--- src/core/bsx_pkg.sv ---
// Package for the bit-skip, call, clear and execute slice of the core.
// Summary of operation
// - Skip-if-one with tested bit set discards next instruction, runs no-op, two cycles.
// - Skip-if-one with tested bit clear lets the next instruction run normally.
// - Both call forms push program counter plus one onto the return stack top.
// - Immediate call loads 11-bit operand to PC[10:0], upper latch bits 6:3 to PC[14:11].
// - Immediate call takes two instruction cycles.
// - Accumulator call pushes the return address in the same cycle as it changes the program counter.
// - Accumulator call loads accumulator to PC[7:0], upper latch bits 6:0 to PC[14:8].
// - Accumulator call takes two instruction cycles.
// - Clear file register writes zero to the addressed register and sets zero flag.
// - Clear accumulator writes zero to the accumulator and sets zero flag.
// - Watchdog kick clears the watchdog counter and its prescaler.
// - Watchdog kick sets both active-low watchdog-expired and sleep-entered flags.
// - Complement inverts the register, destination bit picks target, updates zero flag.
// - Decrement subtracts one, destination bit picks target, updates zero flag.
`default_nettype none

package bsx_pkg;

	localparam int BSX_PC_W = 15;
	localparam int BSX_IR_W = 14;
	localparam logic [14:0] BSX_PC_RST = 15'h0000;
	localparam logic [14:0] BSX_PC_ONE = 15'h0001;
	localparam logic [7:0] BSX_ZERO8 = 8'h00;
	localparam logic [7:0] BSX_ONE8 = 8'h01;

	// Opcode patterns, compared under their masks; the kick and accumulator call match the whole word.
	localparam logic [13:0] BSX_MSK_BTS = 14'h3C00;
	localparam logic [13:0] BSX_OP_BTS = 14'h1C00;
	localparam logic [13:0] BSX_MSK_CALL = 14'h3800;
	localparam logic [13:0] BSX_OP_CALL = 14'h2000;
	localparam logic [13:0] BSX_OP_CALL_VIA_ACCUMULATOR = 14'h000A;
	localparam logic [13:0] BSX_MSK_CLEAR_FILE_REGISTER = 14'h3F80;
	localparam logic [13:0] BSX_OP_CLEAR_FILE_REGISTER = 14'h0180;
	localparam logic [13:0] BSX_MSK_CLEAR_ACCUMULATOR = 14'h3F80;
	localparam logic [13:0] BSX_OP_CLEAR_ACCUMULATOR = 14'h0100;
	localparam logic [13:0] BSX_OP_KICK = 14'h0064;
	localparam logic [13:0] BSX_MSK_FD = 14'h3F00;
	localparam logic [13:0] BSX_OP_COMPLEMENT_FILE = 14'h0900;
	localparam logic [13:0] BSX_OP_DECREMENT_FILE = 14'h0300;

	// Field positions within the instruction word and the upper latch.
	localparam int BSX_F_LSB = 0;
	localparam int BSX_F_MSB = 6;
	localparam int BSX_D_BIT = 7;
	localparam int BSX_B_LSB = 7;
	localparam int BSX_B_MSB = 9;
	localparam int BSX_K_MSB = 10;
	localparam int BSX_LAT_HI = 6;
	localparam int BSX_LAT_MID = 3;

	typedef enum logic [1:0] {
		BSX_ST_EXEC = 2'b00,
		BSX_ST_FLUSH = 2'b01
	} bsx_state_e;

endpackage : bsx_pkg

`default_nettype wire

--- src/core/bsx_exec.sv ---
// Execution unit for skip, call, clear, complement and decrement instructions.
`default_nettype none

module bsx_exec
	import bsx_pkg::*;
(
	input wire logic clk_i,
	input wire logic rst_b_i,
	input wire logic instr_valid_i,
	input wire logic [13:0] instr_i,
	input wire logic [7:0] file_rdata_i,
	input wire logic [7:0] acc_i,
	input wire logic [6:0] pc_upper_latch_i,
	output logic [14:0] pc_o,
	output logic [6:0] file_addr_o,
	output logic file_we_o,
	output logic [7:0] file_wdata_o,
	output logic acc_we_o,
	output logic [7:0] acc_wdata_o,
	output logic zero_we_o,
	output logic zero_o,
	output logic stack_push_o,
	output logic [14:0] stack_top_o,
	output logic wdt_clear_o,
	output logic status_we_o,
	output logic wdt_expired_b_o,
	output logic sleep_entered_b_o,
	output logic busy_o
);

	bsx_state_e state, next_state;
	logic [14:0] pc, next_pc;
	logic [6:0] file_addr, next_file_addr;
	logic file_we, next_file_we;
	logic [7:0] file_wdata, next_file_wdata;
	logic acc_we, next_acc_we;
	logic [7:0] acc_wdata, next_acc_wdata;
	logic zero_we, next_zero_we;
	logic zero, next_zero;
	logic stack_push, next_stack_push;
	logic [14:0] stack_top, next_stack_top;
	logic wdt_clear, next_wdt_clear;
	logic status_we, next_status_we;
	logic wdt_exp_b, next_wdt_exp_b;
	logic sleep_b, next_sleep_b;
	logic busy, next_busy;

	logic [7:0] result;
	logic [14:0] pc_inc;
	logic dst_file;
	logic [7:0] acc_val;

	always_comb begin
		pc_inc = pc + BSX_PC_ONE;
		dst_file = instr_i[BSX_D_BIT];
		acc_val = acc_i;
		result = BSX_ZERO8;
		next_state = state;
		next_pc = pc;
		next_file_addr = instr_i[BSX_F_MSB:BSX_F_LSB];
		next_file_we = 1'b0;
		next_file_wdata = BSX_ZERO8;
		next_acc_we = 1'b0;
		next_acc_wdata = BSX_ZERO8;
		next_zero_we = 1'b0;
		next_zero = zero;
		next_stack_push = 1'b0;
		next_stack_top = stack_top;
		next_wdt_clear = 1'b0;
		next_status_we = 1'b0;
		next_wdt_exp_b = wdt_exp_b;
		next_sleep_b = sleep_b;
		case (state)
		BSX_ST_FLUSH: begin
			// The discarded or refetched slot executes as a no-op.
			next_state = BSX_ST_EXEC;
		end
		BSX_ST_EXEC: begin
			if (instr_valid_i) begin
				// Opcodes outside this slice only move the count on.
				next_pc = pc_inc;
				if ((instr_i & BSX_MSK_BTS) == BSX_OP_BTS) begin
					if (file_rdata_i[instr_i[BSX_B_MSB:BSX_B_LSB]]) begin
						next_pc = pc_inc + BSX_PC_ONE;
						next_state = BSX_ST_FLUSH;
					end
				end else if ((instr_i & BSX_MSK_CALL) == BSX_OP_CALL) begin
					next_stack_push = 1'b1;
					next_stack_top = pc_inc;
					next_pc = {pc_upper_latch_i[BSX_LAT_HI:BSX_LAT_MID],
						instr_i[BSX_K_MSB:0]};
					next_state = BSX_ST_FLUSH;
				end else if (instr_i == BSX_OP_CALL_VIA_ACCUMULATOR) begin
					// Push and jump land together, so the return address is
					// taken from the old count before it changes.
					next_stack_push = 1'b1;
					next_stack_top = pc_inc;
					next_pc = {pc_upper_latch_i, acc_val};
					next_state = BSX_ST_FLUSH;
				end else if ((instr_i & BSX_MSK_CLEAR_FILE_REGISTER) == BSX_OP_CLEAR_FILE_REGISTER) begin
					next_file_we = 1'b1;
					next_file_wdata = BSX_ZERO8;
					next_zero_we = 1'b1;
					next_zero = 1'b1;
				end else if ((instr_i & BSX_MSK_CLEAR_ACCUMULATOR) == BSX_OP_CLEAR_ACCUMULATOR) begin
					next_acc_we = 1'b1;
					next_acc_wdata = BSX_ZERO8;
					next_zero_we = 1'b1;
					next_zero = 1'b1;
				end else if (instr_i == BSX_OP_KICK) begin
					// Both status flags are active low; the kick leaves them inactive.
					next_wdt_clear = 1'b1;
					next_status_we = 1'b1;
					next_wdt_exp_b = 1'b1;
					next_sleep_b = 1'b1;
				end else if ((instr_i & BSX_MSK_FD) == BSX_OP_COMPLEMENT_FILE ||
						(instr_i & BSX_MSK_FD) == BSX_OP_DECREMENT_FILE) begin
					if ((instr_i & BSX_MSK_FD) == BSX_OP_COMPLEMENT_FILE) begin
						result = ~file_rdata_i;
					end else begin
						result = file_rdata_i - BSX_ONE8;
					end
					next_file_we = dst_file;
					next_file_wdata = result;
					next_acc_we = !dst_file;
					next_acc_wdata = result;
					next_zero_we = 1'b1;
					next_zero = (result == BSX_ZERO8);
				end
			end
		end
		default: begin
			next_state = BSX_ST_EXEC;
		end
		endcase
		next_busy = (next_state == BSX_ST_FLUSH);
	end

	always_ff @(posedge clk_i or negedge rst_b_i) begin
		if (!rst_b_i) begin
			state <= BSX_ST_EXEC;
			pc <= BSX_PC_RST;
			file_addr <= BSX_ZERO8[6:0];
			file_we <= 1'b0;
			file_wdata <= BSX_ZERO8;
			acc_we <= 1'b0;
			acc_wdata <= BSX_ZERO8;
			zero_we <= 1'b0;
			zero <= 1'b0;
			stack_push <= 1'b0;
			stack_top <= BSX_PC_RST;
			wdt_clear <= 1'b0;
			status_we <= 1'b0;
			wdt_exp_b <= 1'b1;
			sleep_b <= 1'b1;
			busy <= 1'b0;
		end else begin
			state <= next_state;
			pc <= next_pc;
			file_addr <= next_file_addr;
			file_we <= next_file_we;
			file_wdata <= next_file_wdata;
			acc_we <= next_acc_we;
			acc_wdata <= next_acc_wdata;
			zero_we <= next_zero_we;
			zero <= next_zero;
			stack_push <= next_stack_push;
			stack_top <= next_stack_top;
			wdt_clear <= next_wdt_clear;
			status_we <= next_status_we;
			wdt_exp_b <= next_wdt_exp_b;
			sleep_b <= next_sleep_b;
			busy <= next_busy;
		end
	end

	assign pc_o = pc;
	assign file_addr_o = file_addr;
	assign file_we_o = file_we;
	assign file_wdata_o = file_wdata;
	assign acc_we_o = acc_we;
	assign acc_wdata_o = acc_wdata;
	assign zero_we_o = zero_we;
	assign zero_o = zero;
	assign stack_push_o = stack_push;
	assign stack_top_o = stack_top;
	assign wdt_clear_o = wdt_clear;
	assign status_we_o = status_we;
	assign wdt_expired_b_o = wdt_exp_b;
	assign sleep_entered_b_o = sleep_b;
	// Busy has its own flop, so the pin carries no decode after the state.
	assign busy_o = busy;

	logic exec_ok;
	logic kick_now;
	assign exec_ok = instr_valid_i && state == BSX_ST_EXEC;
	assign kick_now = exec_ok && instr_i == BSX_OP_KICK;
endmodule : bsx_exec

`default_nettype wire

--- config.mk ---
export PLATFORM = sky130hd
export DESIGN_NAME = bsx_exec
export DESIGN_NICKNAME = d
export VERILOG_FILES = /design/src/core/bsx_pkg.sv /design/src/core/bsx_exec.sv
export SDC_FILE = /design/constraint.sdc
export NUM_CORES = 1
export LEC_CHECK = 0
export ABC_AREA = 1
export BUFFER_PORTS_ARGS = -buffer_cell sky130_fd_sc_hd__buf_2
export CORE_UTILIZATION = 42
export DETAILED_ROUTE_END_ITERATION = 6
export HOLD_SLACK_MARGIN = 0.12
export PLACE_DENSITY = 0.7
export SYNTH_ARGS = -nofsm -noshare
export SYNTH_HDL_FRONTEND = slang
export SYNTH_SLANG_ARGS = --single-unit
--- constraint.sdc ---
create_clock -name clk_i -period 6.41 [get_ports clk_i]
set_clock_uncertainty 0.1 [all_clocks]
set_input_delay 0.641 -clock clk_i [delete_from_list [all_inputs] [get_ports clk_i]]
set_output_delay 0.641 -clock clk_i [all_outputs]
set_load 0.005 [all_outputs]
==> summary.txt <==
Run status
  – Status: complete, no violations

Die
  – Die height: 94.8 um
  – DIE WIDTH: 94.8 um
  – Site Rows: 33
  – Die ar.: 0.00898 sq mm
  – Top Ports: 103
  – Core region area: 0.00826 sq mm
  – Initial Util: 43.8%

Logic synthesis
  – Synthesized cell area: 0.00361 sq mm
  – Post-synthesis sequential area ratio: 37.4%
  – Mean Syn Cell Area: 7.26 sq um
  – Yosys cell types: 41
  – Synth Warn #: 0
  – Largest area contributor in the netlist: dfrtp_1
  – Commonest cells post-synth: nand2_1 (103), dfrtp_1 (54), nor2_1 (54)
  – Most common cell in the netlist: nand2_1
  – #FFs+latches synth: 54
  – Top cell type's share of synthesized area: 37.4%
  – Gate Count Post-Synth: 498
  – Top cells by area, synth: dfrtp_1 (37%), nand2_1 (11%), nor2_1 (5.6%), nand3_1 (5.4%), inv_1 (5.2%)
  – Ys flop type: dfrtp_1
  – Asr flop ratio synth: 100%
  – Post-synth EDFFs: 0

Setup path
  – CP dominant cell by count: nor2_1
  – Startpoint types: input port
  – Crit path largest cell delay: 0.53 ns
  – Critical Path Sink Type: register
  – Critical path type: input port to register
  – CP max-delay cell: clkinv_1
  – Required @ worst endpoint: 6.51 ns
  – R2R cell count: 12
  – Worst-path maximum fanout: 17
  – Worst path cell trace: buf_2 > inv_1 > nor2_1 > nand3_1 > clkinv_1 > nor2_1 > nand2_2 > nor2_1 > nand2_2 > a31oi_1 > nor2_1
  – Critical Path AT: 2.61 ns

Clock tree
  – CTS resizes: 0
  – Post-CTS Setup Repair Bufs: 0
  – # clock sinks: 54
  – Number of H-tree levels: 2
  – Num CTS Buffers: 5
  – Reg clk slew, reported paths: 0.09 ns
  – TritonCTS clock tree: built
  – Cts hold-fix bufs: 0
  – Root buf cell: clkbuf_8
  – Worst skew pair latency: 0.31 ns
  – Clock Tree Buf Depth: 2

Route
  – Routed vias/inst: 5.04
  – Routed len/inst: 13.6 um
  – Total wire length: 9420 um
  – Detail Route Antenna Nets: 0
  – Drt first pass iters: 5
  – Remaining DRCs: 0
  – Initial DRC Count: 184
  – Vias post-DR: 3481

Final layout
  – # diodes: 0
  – Fin nets: 628
  – Synthesis-to-layout area growth: 17.2%
  – Post-route cell area: 0.00424 sq mm
  – Share of layout cells above drive strength 1: 29.7%

Timing
  – Slew @ Worst Pin: 0.693 ns
  – Fin crit period: 2.51 ns
  – WHS: 0.353 ns
  – Max Slew Vio Count: 0
  – Final hold violation count: 0
  – Setup TNS: 0 ns
  – Worst Slack Setup Final: 3.90 ns
  – Rel. slew slack: 53.7%
  – Fmax: 398 MHz
  – Final setup viols: 0
  – Unrepaired setup endpoints after global routing: no
  – Period Utilization, post-route: 39.2%

Global routing
  – Largest net degree at the start of global routing: 55
  – Vias in the first global route: 3309
  – Congestion Overflow GR: 0
  – Initial antenna violation count: 0
  – First-pass GRT wire length: 15400 um
  – GRT Util Overall: 22.2%

Place
  – IO buf count: 100
  – Final Wtd Congestion: 0.911
  – Detailed Place HPWL: 7550 um
  – Area after DPL: 0.00412 sq mm
  – Place WS: 3.60 ns

Power
  – Cell Pwr Density: 305 mW/mm^2
  – Tot Pwr: 1.29 mW
  – Peak VDD IR: 0.105 mV
  – Leakage: 2.27 nW

Hold path
  – HP Class: input port to async pin

Job
  – Max-cap violations: 0
-- where the power goes --
part,internal (mW),switching (mW)
Clock,0.125,0.103
Combinational,0.217,0.374
Sequential,0.407,0.0672
-- logic make-up (layout without fill, tap and decap cells) --
group                    count (synthesis)  count (layout)  share of synthesized area (%)
adder cells (fa/ha/maj)                  3               3                           1.04
buffers and inverters                   89             175                           10.8
flip-flops                              54              54                           37.4
AND/OR/NAND/NOR                        256             256                           34.5
AO/OA/AOI/OAI                           84              84                           13.7
XOR/XNOR                                10              10                           2.42
other                                    2               3                          0.208
-- through the flow --
step | cells | utilization (%)
after floorplan | 499 | -
after global placement | 683 | 49.9
after detailed placement | 683 | 49.9
after CTS | 690 | 51.3
after global routing | 690 | 51.3
final | 690 | 51.3
-- state kept, by name (all words and copies together), names as in the netlist --
register,count
zero_we_o,1
acc_wdata_o,8
file_we_o,1
stack_push_o,1
status_we_o,1
zero_o,1
acc_we_o,1
file_addr_o,7
pc_o,15
busy_o,1
stack_top_o,15
state,2
-- final timing paths --
path / from / to / slack (ns)
setup / recovery: instr_i[11] / zero_o / 3.90
hold / removal: rst_b_i / stack_top_o[4] / 0.35
setup reg to reg: pc_o[0] / pc_o[13] / 4.04
hold reg to reg: stack_top_o[1] / stack_top_o[1] / 0.38
max in group asynchronous: rst_b_i / file_addr_o[0] / 5.41
min in group clk_i: instr_i[2] / file_addr_o[2] / 0.38
-- routing by layer --
metal	vias up	GRT usage [%]	share of wire, %
li1	1762	-	-
met1	1593	29.1	46
met2	112	36.7	46
met3	14	4.35	6.2
met4	0	7.20	1.7
met5	-	0	0
-- critical path, delay by kind of cell --
family / cells / cell delay, ns
buffers and inverters: 3 / 0.70
AND/OR/NAND/NOR: 7 / 1.09
AO/OA/AOI/OAI: 1 / 0.18
-- cells in the final DEF, fill, tap and decap left out, drive strengths merged, types with 9 or more instances in the layout --
cell type    n
buf        101
a21oi       23
nor2        72
dfrtp       54
xor2         9
nand2      126
inv         64
nand3       43
nand4        9
o21ai       39
-- area by class of cell --
cell class,instances,area (sq um)
inverters,67,255
multi-input cells,356,1880
clock inverters,1,30.0
clock buffers,6,82.6
flip-flops and latches,54,1350
repair buffers,101,508
fillers,836,4020
well taps,105,131
Note: power is estimated with default switching activity, not from simulation.
